[src/stcs_pkg.sv]
/*
 * Shared constants of the torque command unit: register indexes, reset values,
 * control mode codes, source select codes, limits and timing figures.
 * Assumes an AXI4-Lite master with 32-bit data; byte address = 4 x index.
 */
`default_nettype none
package stcs_pkg;
    // Register indexes; the byte address on the bus is four times the index.
    localparam logic [9:0]  STCS_IDX_MODE        = 10'h102;
    localparam logic [9:0]  STCS_IDX_FILTER_TIME = 10'h10E;
    localparam logic [9:0]  STCS_IDX_PARAM_A     = 10'h118;
    localparam logic [9:0]  STCS_IDX_PARAM_B     = 10'h11A;
    localparam logic [9:0]  STCS_IDX_PARAM_C     = 10'h11C;
    localparam logic [9:0]  STCS_IDX_FULL_SCALE  = 10'h152;
    localparam logic [9:0]  STCS_IDX_STATUS      = 10'h180;
    // Values after reset.
    localparam logic [15:0] STCS_RST_FILTER_TIME = 16'h0000;
    localparam logic [15:0] STCS_RST_FULL_SCALE  = 16'h0064;
    localparam logic [15:0] STCS_RST_PARAM       = 16'h0000;
    localparam logic [7:0]  STCS_RST_MODE        = 8'h03;
    // Control mode codes.
    localparam logic [7:0]  STCS_MODE_PT   = 8'h00;
    localparam logic [7:0]  STCS_MODE_PR   = 8'h01;
    localparam logic [7:0]  STCS_MODE_S    = 8'h02;
    localparam logic [7:0]  STCS_MODE_T    = 8'h03;
    localparam logic [7:0]  STCS_MODE_SZ   = 8'h04;
    localparam logic [7:0]  STCS_MODE_TZ   = 8'h05;
    localparam logic [7:0]  STCS_MODE_PT_S = 8'h06;
    localparam logic [7:0]  STCS_MODE_PT_T = 8'h07;
    localparam logic [7:0]  STCS_MODE_S_T  = 8'h0A;
    // Torque source select patterns {select1, select0}.
    typedef enum logic [1:0]
    {
        STCS_SRC_ANALOG  = 2'b00,
        STCS_SRC_PARAM_A = 2'b01,
        STCS_SRC_PARAM_B = 2'b10,
        STCS_SRC_PARAM_C = 2'b11
    } stcs_src_t;
    // Limits: internal parameters in percent, scaling and filter settings.
    localparam logic signed [15:0] STCS_PARAM_MAX  = 16'sh01D6;
    localparam logic signed [15:0] STCS_PARAM_MIN  = -16'sh01D6;
    localparam logic [15:0]        STCS_SETTING_MAX = 16'h03E8;
    // Millivolts per volt times the divisor 10 of the scaling formula.
    localparam int                 STCS_MV_DIVISOR = 10000;
    // Filter time base: the filter step is one millisecond.
    localparam int                 STCS_CLK_HZ      = 25000000;
    localparam int                 STCS_FILTER_TICK_MS = 1;
    localparam int                 STCS_TICK_CYCLES = STCS_CLK_HZ / 1000 * STCS_FILTER_TICK_MS;
    localparam int                 STCS_FRAC_BITS   = 16;
endpackage
`default_nettype wire

[src/stcs_lpf.sv]
/*
 * First-order low-pass filter for the analog torque input, stepped once per
 * millisecond. Assumes a sample on the same clock; a time of zero bypasses.
 */
`timescale 1ns/1ps
`default_nettype none
module stcs_lpf
    import stcs_pkg::*;
#(
    parameter int TICK_CYCLES = STCS_TICK_CYCLES
)
(
    input  wire logic               aclk,
    input  wire logic               aresetn,
    input  wire logic signed [15:0] x_in,
    input  wire logic        [15:0] time_ms,
    output logic signed      [15:0] y_out
);
    logic        [31:0] tick_q;
    logic        [31:0] tick_d;
    logic signed [31:0] acc_q;
    logic signed [31:0] acc_d;
    logic signed [31:0] err;
    logic        [3:0]  shift;

    // Gain is rounded to a power of two: cheap, at the cost of a time
    // constant that is exact only for powers of two.
    always_comb
    begin
        shift = 4'h0;
        for (int k = 1; k < 11; k++)
        begin
            if (time_ms > (16'h0001 << (k - 1)))
            begin
                shift = 4'(k);
            end
        end
        err    = (32'(x_in) <<< STCS_FRAC_BITS) - acc_q;
        tick_d = (tick_q >= 32'(TICK_CYCLES - 1)) ? 32'h00000000 : tick_q + 32'h00000001;
        acc_d  = acc_q;
        if (time_ms == 16'h0000)
        begin
            acc_d = 32'(x_in) <<< STCS_FRAC_BITS;
        end
        else if (tick_q == 32'h00000000)
        begin
            acc_d = acc_q + (err >>> shift);
        end
    end

    always_ff @(posedge aclk)
    begin
        if (!aresetn)
        begin
            tick_q <= 32'h00000000;
            acc_q  <= 32'sh00000000;
        end
        else
        begin
            tick_q <= tick_d;
            acc_q  <= acc_d;
        end
    end

    assign y_out = acc_q[31:16];
endmodule
`default_nettype wire

[src/stcs_sync.sv]
/*
 * Three-stage synchroniser for digital inputs from the pins.
 * Assumes asynchronous inputs; an output changes once stages two and three agree.
 */
`timescale 1ns/1ps
`default_nettype none
module stcs_sync
#(
    parameter int W = 3
)
(
    input  wire logic         aclk,
    input  wire logic         aresetn,
    input  wire logic [W-1:0] pin_in,
    output logic      [W-1:0] level_out
);
    logic [W-1:0] s1_q;
    logic [W-1:0] s2_q;
    logic [W-1:0] s3_q;
    logic [W-1:0] lvl_q;
    logic [W-1:0] lvl_d;

    genvar i;
    generate
        for (i = 0; i < W; i++)
        begin : g_bit
            // Stage one feeds only stage two, so metastability stays contained.
            always_comb
            begin
                lvl_d[i] = (s2_q[i] == s3_q[i]) ? s3_q[i] : lvl_q[i];
            end
            always_ff @(posedge aclk)
            begin
                if (!aresetn)
                begin
                    s1_q[i]  <= 1'b0;
                    s2_q[i]  <= 1'b0;
                    s3_q[i]  <= 1'b0;
                    lvl_q[i] <= 1'b0;
                end
                else
                begin
                    s1_q[i]  <= pin_in[i];
                    s2_q[i]  <= s1_q[i];
                    s3_q[i]  <= s2_q[i];
                    lvl_q[i] <= lvl_d[i];
                end
            end
        end
    endgenerate

    assign level_out = lvl_q;
endmodule
`default_nettype wire

[src/stcs_top.sv]
/*
 * Torque command unit: selects the torque command from the analog input or
 * three internal parameters, scales and filters the analog path, and decodes
 * single and dual control modes. Registers over AXI4-Lite.
 * Assumes pin-level digital inputs and an analog sample in mV on aclk.
 */
// The AXI4-Lite interface to the registers was decided locally.
`timescale 1ns/1ps
`default_nettype none
module stcs_top
    import stcs_pkg::*;
#(
    parameter int TICK_CYCLES = STCS_TICK_CYCLES
)
(
    input  wire logic               aclk,
    input  wire logic               aresetn,
    input  wire logic [11:0]        s_axi_awaddr,
    input  wire logic               s_axi_awvalid,
    output logic                    s_axi_awready,
    input  wire logic [31:0]        s_axi_wdata,
    input  wire logic [3:0]         s_axi_wstrb,
    input  wire logic               s_axi_wvalid,
    output logic                    s_axi_wready,
    output logic [1:0]              s_axi_bresp,
    output logic                    s_axi_bvalid,
    input  wire logic               s_axi_bready,
    input  wire logic [11:0]        s_axi_araddr,
    input  wire logic               s_axi_arvalid,
    output logic                    s_axi_arready,
    output logic [31:0]             s_axi_rdata,
    output logic [1:0]              s_axi_rresp,
    output logic                    s_axi_rvalid,
    input  wire logic               s_axi_rready,
    input  wire logic               torque_source_select0,
    input  wire logic               torque_source_select1,
    input  wire logic               dual_mode_switch,
    input  wire logic signed [15:0] analog_torque_mv,
    output logic signed [15:0]      torque_cmd,
    output logic                    torque_cmd_valid,
    output logic                    torque_limit_valid
);
    localparam logic [1:0] RESP_OKAY   = 2'b00;
    localparam logic [1:0] RESP_SLVERR = 2'b10;

    // Register state.
    logic        [7:0]  mode_q;
    logic        [7:0]  mode_d;
    logic        [15:0] filt_time_q;
    logic        [15:0] filt_time_d;
    logic        [15:0] full_scale_q;
    logic        [15:0] full_scale_d;
    logic signed [15:0] param_q [3];
    logic signed [15:0] param_d [3];
    // Bus state.
    logic               aw_got_q;
    logic               aw_got_d;
    logic               w_got_q;
    logic               w_got_d;
    logic        [9:0]  waddr_q;
    logic        [9:0]  waddr_d;
    logic        [31:0] wdata_q;
    logic        [31:0] wdata_d;
    logic        [3:0]  wstrb_q;
    logic        [3:0]  wstrb_d;
    logic               bvalid_q;
    logic               bvalid_d;
    logic        [1:0]  bresp_q;
    logic        [1:0]  bresp_d;
    logic               rvalid_q;
    logic               rvalid_d;
    logic        [31:0] rdata_q;
    logic        [31:0] rdata_d;
    logic        [1:0]  rresp_q;
    logic        [1:0]  rresp_d;
    logic               awready_q;
    logic               wready_q;
    logic               arready_q;
    // Command path.
    logic        [2:0]  di_level;
    logic signed [15:0] filt_mv;
    logic signed [31:0] scaled;
    logic signed [15:0] cmd_q;
    logic signed [15:0] cmd_d;
    logic               tval_q;
    logic               tval_d;
    logic               lval_q;
    logic               lval_d;
    logic               torque_mode;
    logic               zero_mode;
    stcs_src_t          src;
    logic        [15:0] wmask;
    logic        [15:0] wval;
    logic signed [15:0] wsig;
    logic               wr_fire;
    logic               mode_ok;

    // Pin inputs pass four flops before anything looks at them.
    stcs_sync #(.W(3)) u_sync
    (
        .aclk      (aclk),
        .aresetn   (aresetn),
        .pin_in    ({dual_mode_switch, torque_source_select1, torque_source_select0}),
        .level_out (di_level)
    );

    stcs_lpf #(.TICK_CYCLES(TICK_CYCLES)) u_lpf
    (
        .aclk    (aclk),
        .aresetn (aresetn),
        .x_in    (analog_torque_mv),
        .time_ms (filt_time_q),
        .y_out   (filt_mv)
    );

    // Write channel: address and data are taken in either order, then the
    // write lands and the response is raised in the same edge.
    always_comb
    begin
        aw_got_d     = aw_got_q;
        w_got_d      = w_got_q;
        waddr_d      = waddr_q;
        wdata_d      = wdata_q;
        wstrb_d      = wstrb_q;
        bvalid_d     = bvalid_q;
        bresp_d      = bresp_q;
        mode_d       = mode_q;
        filt_time_d  = filt_time_q;
        full_scale_d = full_scale_q;
        param_d      = param_q;
        wmask        = {{8{wstrb_q[1]}}, {8{wstrb_q[0]}}};
        wval         = 16'h0000;
        wsig         = 16'sh0000;
        mode_ok      = 1'b0;
        if (s_axi_awvalid && awready_q)
        begin
            aw_got_d = 1'b1;
            waddr_d  = s_axi_awaddr[11:2];
        end
        if (s_axi_wvalid && wready_q)
        begin
            w_got_d = 1'b1;
            wdata_d = s_axi_wdata;
            wstrb_d = s_axi_wstrb;
        end
        wr_fire = aw_got_q && w_got_q && !bvalid_q;
        if (bvalid_q && s_axi_bready)
        begin
            bvalid_d = 1'b0;
        end
        if (wr_fire)
        begin
            aw_got_d = 1'b0;
            w_got_d  = 1'b0;
            bvalid_d = 1'b1;
            bresp_d  = RESP_OKAY;
            unique case (waddr_q)
                STCS_IDX_MODE:
                begin
                    // Zero-analog variants never pair into a dual mode.
                    unique case (wdata_q[7:0])
                        STCS_MODE_PT, STCS_MODE_PR, STCS_MODE_S, STCS_MODE_T,
                        STCS_MODE_SZ, STCS_MODE_TZ, STCS_MODE_PT_S,
                        STCS_MODE_PT_T, STCS_MODE_S_T: mode_ok = 1'b1;
                        default:                       mode_ok = 1'b0;
                    endcase
                    if (mode_ok && wstrb_q[0])
                    begin
                        mode_d = wdata_q[7:0];
                    end
                    else if (!mode_ok)
                    begin
                        bresp_d = RESP_SLVERR;
                    end
                end
                STCS_IDX_FILTER_TIME, STCS_IDX_FULL_SCALE:
                begin
                    wval = (waddr_q == STCS_IDX_FILTER_TIME) ? filt_time_q : full_scale_q;
                    wval = (wval & ~wmask) | (wdata_q[15:0] & wmask);
                    // Settings beyond 1000 saturate.
                    if (wval > STCS_SETTING_MAX)
                    begin
                        wval = STCS_SETTING_MAX;
                    end
                    if (waddr_q == STCS_IDX_FILTER_TIME)
                    begin
                        filt_time_d = wval;
                    end
                    else
                    begin
                        full_scale_d = wval;
                    end
                end
                STCS_IDX_PARAM_A, STCS_IDX_PARAM_B, STCS_IDX_PARAM_C:
                begin
                    wsig = (param_q[waddr_q[2:1] - 2'b00] & ~wmask) | (wdata_q[15:0] & wmask);
                    if (wsig > STCS_PARAM_MAX)
                    begin
                        wsig = STCS_PARAM_MAX;
                    end
                    else if (wsig < STCS_PARAM_MIN)
                    begin
                        wsig = STCS_PARAM_MIN;
                    end
                    param_d[waddr_q[2:1] - 2'b00] = wsig;
                end
                default: bresp_d = RESP_SLVERR;
            endcase
        end
    end

    // Read channel: one word returned the cycle after the address is taken.
    always_comb
    begin
        rvalid_d = rvalid_q;
        rdata_d  = rdata_q;
        rresp_d  = rresp_q;
        if (rvalid_q && s_axi_rready)
        begin
            rvalid_d = 1'b0;
        end
        if (s_axi_arvalid && arready_q)
        begin
            rvalid_d = 1'b1;
            rresp_d  = RESP_OKAY;
            unique case (s_axi_araddr[11:2])
                STCS_IDX_MODE:        rdata_d = {24'h000000, mode_q};
                STCS_IDX_FILTER_TIME: rdata_d = {16'h0000, filt_time_q};
                STCS_IDX_FULL_SCALE:  rdata_d = {16'h0000, full_scale_q};
                STCS_IDX_PARAM_A:     rdata_d = {16'h0000, param_q[0]};
                STCS_IDX_PARAM_B:     rdata_d = {16'h0000, param_q[1]};
                STCS_IDX_PARAM_C:     rdata_d = {16'h0000, param_q[2]};
                STCS_IDX_STATUS:      rdata_d = {7'h00, lval_q, tval_q, di_level, 4'h0, cmd_q};
                default:
                begin
                    rdata_d = 32'h00000000;
                    rresp_d = RESP_SLVERR;
                end
            endcase
        end
    end

    // Mode decode and source select; a parameter takes effect the cycle
    // after the filtered selects change, with no trigger needed.
    always_comb
    begin
        src         = stcs_src_t'({di_level[1], di_level[0]});
        zero_mode   = (mode_q == STCS_MODE_TZ);
        unique case (mode_q)
            STCS_MODE_T, STCS_MODE_TZ:       torque_mode = 1'b1;
            STCS_MODE_PT_T, STCS_MODE_S_T:   torque_mode = di_level[2];
            default:                         torque_mode = 1'b0;
        endcase
        // Voltage in mV times scaling over 10000 gives percent.
        scaled = (32'(filt_mv) * $signed({16'h0000, full_scale_q})) / STCS_MV_DIVISOR;
        unique case (src)
            STCS_SRC_ANALOG:  cmd_d = zero_mode ? 16'sh0000 : scaled[15:0];
            STCS_SRC_PARAM_A: cmd_d = param_q[0];
            STCS_SRC_PARAM_B: cmd_d = param_q[1];
            STCS_SRC_PARAM_C: cmd_d = param_q[2];
        endcase
        tval_d = torque_mode;
        lval_d = !torque_mode;
    end

    always_ff @(posedge aclk)
    begin
        if (!aresetn)
        begin
            mode_q       <= STCS_RST_MODE;
            filt_time_q  <= STCS_RST_FILTER_TIME;
            full_scale_q <= STCS_RST_FULL_SCALE;
            param_q[0]   <= STCS_RST_PARAM;
            param_q[1]   <= STCS_RST_PARAM;
            param_q[2]   <= STCS_RST_PARAM;
            aw_got_q     <= 1'b0;
            w_got_q      <= 1'b0;
            waddr_q      <= 10'h000;
            wdata_q      <= 32'h00000000;
            wstrb_q      <= 4'h0;
            bvalid_q     <= 1'b0;
            bresp_q      <= 2'b00;
            rvalid_q     <= 1'b0;
            rdata_q      <= 32'h00000000;
            rresp_q      <= 2'b00;
            cmd_q        <= 16'sh0000;
            tval_q       <= 1'b0;
            lval_q       <= 1'b0;
        end
        else
        begin
            mode_q       <= mode_d;
            filt_time_q  <= filt_time_d;
            full_scale_q <= full_scale_d;
            param_q      <= param_d;
            aw_got_q     <= aw_got_d;
            w_got_q      <= w_got_d;
            waddr_q      <= waddr_d;
            wdata_q      <= wdata_d;
            wstrb_q      <= wstrb_d;
            bvalid_q     <= bvalid_d;
            bresp_q      <= bresp_d;
            rvalid_q     <= rvalid_d;
            rdata_q      <= rdata_d;
            rresp_q      <= rresp_d;
            cmd_q        <= cmd_d;
            tval_q       <= tval_d;
            lval_q       <= lval_d;
        end
    end

    // Ready flops: low while a channel is held or a response is pending.
    always_ff @(posedge aclk)
    begin
        if (!aresetn)
        begin
            awready_q <= 1'b0;
            wready_q  <= 1'b0;
            arready_q <= 1'b0;
        end
        else
        begin
            awready_q <= !aw_got_d && !bvalid_d && !(s_axi_awvalid && awready_q);
            wready_q  <= !w_got_d && !bvalid_d && !(s_axi_wvalid && wready_q);
            arready_q <= !rvalid_d && !(s_axi_arvalid && arready_q);
        end
    end

    assign s_axi_awready      = awready_q;
    assign s_axi_wready       = wready_q;
    assign s_axi_arready      = arready_q;
    assign s_axi_bvalid       = bvalid_q;
    assign s_axi_bresp        = bresp_q;
    assign s_axi_rvalid       = rvalid_q;
    assign s_axi_rdata        = rdata_q;
    assign s_axi_rresp        = rresp_q;
    assign torque_cmd         = cmd_q;
    assign torque_cmd_valid   = tval_q;
    assign torque_limit_valid = lval_q;
endmodule
`default_nettype wire

[config.mk]
export PLATFORM = sky130hd
export DESIGN_NAME = stcs_top
export DESIGN_NICKNAME = d
export VERILOG_FILES = /design/src/stcs_pkg.sv /design/src/stcs_lpf.sv /design/src/stcs_sync.sv /design/src/stcs_top.sv
export SDC_FILE = /design/constraint.sdc
export NUM_CORES = 2
export LEC_CHECK = 0
export BUFFER_PORTS_ARGS = -buffer_cell sky130_fd_sc_hd__buf_2
export CAP_MARGIN = 40
export CORE_MARGIN = 4
export CORE_UTILIZATION = 45
export DETAILED_ROUTE_END_ITERATION = 10
export GPL_TIMING_DRIVEN = 0
export HOLD_SLACK_MARGIN = 0.02
export SKIP_LAST_GASP = 1
export SLEW_MARGIN = 20
export SYNTH_ARGS = -nofsm -noshare
export SYNTH_HDL_FRONTEND = slang
export SYNTH_SLANG_ARGS = --single-unit
export TNS_END_PERCENT = 100
[constraint.sdc]
create_clock -name aclk -period 29.6 [get_ports aclk]
set_clock_uncertainty 0.15 [all_clocks]
set_input_delay 0 -clock aclk [delete_from_list [all_inputs] [get_ports aclk]]
set_output_delay 0 -clock aclk [all_outputs]
set_load 0.005 [all_outputs]
Yosys cells after proc, flatten, opt, wreduce, memory -nomap -nowiden
Memories as Yosys holds them, arrays and structs flattened. A register that Yosys moved wholly into a read port is not among the register bits. Cells that the tools add are included.

Bits of input ports: 86. ROM bits: 16. Memories: 1. Latch bits: 0. Register bits after elaboration: 253. Bits in writable memories: 0.

Mux-type cells: 45. Reduce and logical (&&, ||, !) cells: 40. Add/subtract/negate cells: 3. Multiply operators: 1. Shifts and indexed selects: 1. Bitwise operators: 9. Divide/modulo/power cells: 1. Equality and inequality tests: 23. $lt $le $gt $ge: 16.

Memory list: (name not given) (words 16, bits a word 1, rd ports 1, clocked after memory_dff 1, write ports 0, line stcs_top.sv:161) `unique case (wdata_q[7:0])`.

Operator list (number): $pmux W25 S7 (1); $mux W16 (10); $eq A10 B9 Y1 const B (13); $mux W32 (2); $pmux W16 S4 (1); $and A16 B16 Y16 (3); $bwmux W48 (1); $gt A16 B10 Y1 const B (3); $mux W4 (11); $add A32 B1 Y32 const B (1); $add A32 B32 Y32 (1); $bmux W16 S2 (1); $demux W16 S2 (1); $div A32 B15 Y32 const B (1); $ge A32 B15 Y1 const B (1); $logic_not A32 Y1 (1); $mul A16 B17 Y32 (1); $or A16 B16 Y16 (2); $sshr A32 B4 Y32 (1); $sub A32 B32 Y32 (1); $eq A8 B3 Y1 const B (2); $gt A16 B1 Y1 const B (1); $gt A16 B2 Y1 const B (1); $gt A16 B3 Y1 const B (1); 33 further kinds (77).

Logic depth before layout (Yosys ltp)
Depth after elaboration: 15. Mapped depth: 98. Gate-level depth less buffers: 81.

Cells and area by module
From an unflattened synthesis, not the netlist that was laid out.

Cell total of the unflattened synthesis: 4339. Area total of the unflattened synthesis: 33320.7 µm².

Modules (own cells, without submodules): stcs_top (instances 1, seq. area each 3303.2 µm², cells an instance 3359, area each 26093.8 µm²); stcs_lpf (instances 1, seq. area each 1281.2 µm², cells an instance 949, area each 6859.1 µm²); stcs_sync (instances 1, seq. area each 240.2 µm², cells an instance 31, area each 367.9 µm²).

Worst setup path after synthesis
OpenSTA, ideal clock, no wires.

Kind: flip-flop to flip-flop. Start point: reg full_scale_q[7]. End point: reg cmd_q[8], in the netlist torque_cmd[8]. Path slack: 7.210 ns. Arrival: 22.114 ns. Path buffers: 12. Stages on the path, launching flop included: 92. Clock period less this slack: 22.390 ns. Cell sequence: dfxtp_1 > clkbuf_1 > clkbuf_1 > and2_1 > fa_1 > inv_1 > fa_1 > fa_1 > inv_1 > fa_1 > fa_1 > inv_1 > fa_1 > inv_1 > ha_1 > clkbuf_1 > nand4_1 > a2111oi_0 > (+56 left out) > a21oi_4 > a222oi_1 > a211oi_1 > o21ai_2 > mux2i_1 > xor2_1 > o311ai_4 > or4b_1 > o311ai_1 > and2_1 > nor2_1 > ha_1 > inv_1 > nor2_1 > a31oi_1 > xor2_1 > a222oi_1 > nor2b_1.

Word-level cells in the longest chain between the ends: 4.

RTL lines: start, declared (line stcs_top.sv:51) `logic [15:0] full_scale_q;`; start signal, assigned (line stcs_top.sv:294) `full_scale_q <= full_scale_d;`; $mul A16 B17 Y32 (line stcs_top.sv:255) `scaled = (32'(filt_mv) * $signed({16'h0000, full_scale_q})) / STCS_MV_DIVISOR;`; $div A32 B15 Y32 (line stcs_top.sv:255); $mux W16 (line stcs_top.sv:257) `STCS_SRC_ANALOG: cmd_d = zero_mode ? 16'sh0000 : scaled[15:0];`; $pmux W16 S4 (line stcs_top.sv:256) `unique case (src)`; end signal, assigned (line stcs_top.sv:306) `cmd_q <= cmd_d;`; end, declared (line stcs_top.sv:83) `logic signed [15:0] cmd_q;`.

No other way between the ends. A chain may end at the register's enable or synchronous reset.

Final worst setup path
Start point: reg full_scale_q[11]. End point: reg cmd_q[8], in the netlist torque_cmd[8].

Same word-level chain as after synthesis.

==> run summary <==
Status - finished, final reports clean
Hold Crit Class - in -> reg
Drt pass-1 iters - 6
Worst slew pin tran - 1.01 ns
Fin crit period - 27.42 ns
Max Cap Violations - 0
CTS tree - built
RSZ-0062 raised after global routing - no
Final WL - 103000 um
Post-route DRC - 0
Synth Register Bits - 241
R2R Path Start - full_scale_q[11]$_SDFFE_PN0P_
Clock-pin slew on the worst setup and hold paths - 0.06 ns
Final hold slack - 0.0263 ns
Worst Path Required - 29.94 ns
Combinational family with the most area after synthesis - compound AO/OA/AOI/OAI gates
Mean post-synth cell area - 7.72 sq um
Global-route wire length before repair - 166000 um
CTS sink cnt - 241
Met3 Wirelength - 6470 um
DR WL met2 - 47900 um
Top cells by area, synth - dfxtp_1 15%, fa_1 12%, nand2_1 6.6%
CTS resizes - 0
Max Fclk - 36.5 MHz
Yosys warning count - 0
Startpoint types - flop
Vias/cell - 5.84
I/O pin count - 145
Post-synth top area share - 15.1%
Reg2Reg Setup Slack - 2.18 ns
Area Overhead vs Synth - 11.4%
Clock buffer depth - 3
Clk_lat worst skew - 0.57 ns
Period utilization - 92.6%
Largest net degree at the start of global routing - 15
EDFF count, synth - 0
GPL Wtd Cong - 0.970
Register area share after synthesis - 15.1%
Share of cells above drive strength 1 - 8.57%
Vias in the first global route - 30000
WP data arrival - 27.76 ns
Syn Inst Count - 4142
Initial Util - 45.5%
Synth Area in Simple Gates - 22.9%
Max Transition Viols Final - 0
XOR/XNOR Fraction of Synth Area - 5.98%
Worst Setup EP - torque_cmd[8]$_SDFF_PN0_
Hold Vio Cnt, Final - 0
H-tree lvl count - 1
Post-synthesis mux area share - 4.18%
Compound-gate portion of the synthesized area - 26.0%
Antenna viol nets, final - 0
DP Wirelength - 82100 um
Critical Path Most Common Cell - fa_1
Root Buffer Master - clkbuf_16
M1 wire length - 45900 um
Post-synth ARST share - 0%
Via count - 31300
CP Class - reg -> reg
Grt ovf - 0
Worst r2r dst - torque_cmd[8]$_SDFF_PN0_
Finished Core Util - 50.7%
Die height - 275 um
Die area - 75400 sq um
CP startpoint - full_scale_q[11]$_SDFFE_PN0P_
Setup TNS - 0 ns
Synth Area in Adders - 19.0%
TritonCTS buffer count - 26
Number of nets in the layout - 4854
Crit Path Max Fanout - 10
1st-iter DRT viols - 2787
Area leader, netlist - dfxtp_1
IO buf count - 109
Cell variety after synth - 134
Wirelength per Cell - 19.3 um
Final number of setup-violating endpoints - 0
Total Routing Usage GR - 26.9%
Initial antenna violation count - 2
Critical Path Max Stage Delay - 0.87 ns
Die Wd - 275 um
Site row count - 97
Worst Setup End Kind - flop
Worst r2r path cells - 88
Netlist Area Pre-Place - 32000 sq um
Area of the core region - 70300 sq um
Slew HR - 32.5%
Highest Signal Layer - met4
Master of the slowest instance on the critical path - a222oi_1
Min-Delay Startpoint - s_axi_wvalid
Synth Flop Type - dfxtp_1
## through the flow
step | setup WS [ns] | instance area [sq um] | instances
floorplan | 7.21 | 32100 | 4171
global placement | 2.55 | 33800 | 5220
detailed placement | 2.74 | 33900 | 5230
CTS | 2.61 | 35600 | 5358
global route | 0.200 | 35600 | 5363
finish | 2.18 | 35600 | 5365
## Yosys cell counts (21+ instances only)
master / instances
o21bai_1: 38
ha_1: 169
nor4_1: 34
nor2_1: 288
clkbuf_1: 180
a221oi_1: 27
nor3_1: 77
a22o_1: 21
o211ai_1: 62
a21o_1: 32
o21ai_0: 164
a22oi_1: 27
a21boi_0: 86
and3_1: 51
or3_1: 26
mux2_2: 46
nand4_1: 30
dfxtp_1: 241
xor2_1: 46
a31oi_1: 58
o21a_1: 33
nand2b_1: 51
nand2_1: 564
nor2b_1: 34
buf_4: 21
o21ai_1: 35
buf_2: 24
fa_1: 195
and2_1: 162
inv_1: 308
a21oi_1: 210
nand3_1: 79
xnor2_1: 149
a211oi_1: 41
o211a_1: 41
mux2i_1: 79
## layout make-up
cell class                      instances  area [sq um]
Clock buffer                           35           734
Tap cell                              940          1180
Buffer                                238          1020
Multi-Input combinational cell       3381         25100
Clock inverter                         12           124
Fill cell                            6954         34600
Sequential cell                       241          4820
Inverter                              311          1170
Timing Repair Buffer                  205          1460
Antenna cell                            2          5.00
## cell families (layout without fill, tap and decap cells)
family / count (synthesis) / after routing
AOI/OAI and AO/OA: 1143 / 1143
xor gates and xnor gates: 206 / 206
adders and majority gates: 371 / 371
buffers and inverters: 549 / 801
DFF: 241 / 241
muxes: 127 / 127
other: 1 / 32
and+or+nand+nor: 1504 / 1504
## worst min-delay path by stage
stage               cells past startpoint                         to
detailed placement                      2  u_sync.s1_q[0]$_SDFF_PN0_
global route                            5   wdata_q[12]$_SDFFE_PN0P_
CTS                                     5   wdata_q[12]$_SDFFE_PN0P_
global placement                        2  u_sync.s1_q[0]$_SDFF_PN0_
finish                                  5   wdata_q[12]$_SDFFE_PN0P_
floorplan                               1  u_sync.s1_q[0]$_SDFF_PN0_
## flip-flops by register name (all words and copies together), names as in the netlist, 2 cells and up, named ones only
name              flops
u_sync.s2_q           3
s_axi_rdata          21
param_q              48
u_sync.s3_q           3
filt_time_q          16
waddr_q              10
mode_q                8
u_lpf.tick_q         32
wdata_q              16
u_sync.level_out      3
u_sync.s1_q           3
u_lpf.acc_q          32
torque_cmd           16
full_scale_q         16
wstrb_q               2
## critical path, delay by kind of cell (launching register included)
family | cells | cell delay (ns)
adder cells (fa/ha/maj) | 9 | 4.09
flip-flops | 1 | 0.31
AO/OA/AOI/OAI | 36 | 11.80
buffers and inverters | 13 | 2.82
multiplexers | 3 | 1.04
AND/OR/NAND/NOR | 21 | 5.26
XOR/XNOR | 6 | 1.80
## layout by cell type, fill, tap and decap left out, types with 81 or more instances in the layout
| cell | n |
|---|---|
| a21boi_0 | 86 |
| a21oi_1 | 210 |
| and2_1 | 162 |
| buf_2 | 140 |
| clkbuf_1 | 184 |
| dfxtp_1 | 241 |
| dlygate4sd3_1 | 81 |
| fa_1 | 195 |
| ha_1 | 169 |
| inv_1 | 308 |
| nand2_1 | 564 |
| nor2_1 | 288 |
| o21ai_0 | 164 |
| xnor2_1 | 149 |
## repair_timing
item,in CTS,in global routing
hold buffers,81,0
buffers inserted,0,0
endpoints found under the hold margin,56,0
## per-layer routing
layer  track usage (%)  up-vias
met5                 0        -
met4              7.40        0
met3              3.19      192
met2              45.0     1041
met1              36.7    14900
li1                  -    15200
Power is left out: the tool's default activity adds up to more than one toggle a clock period on the data nets, which glitch-free logic cannot reach.
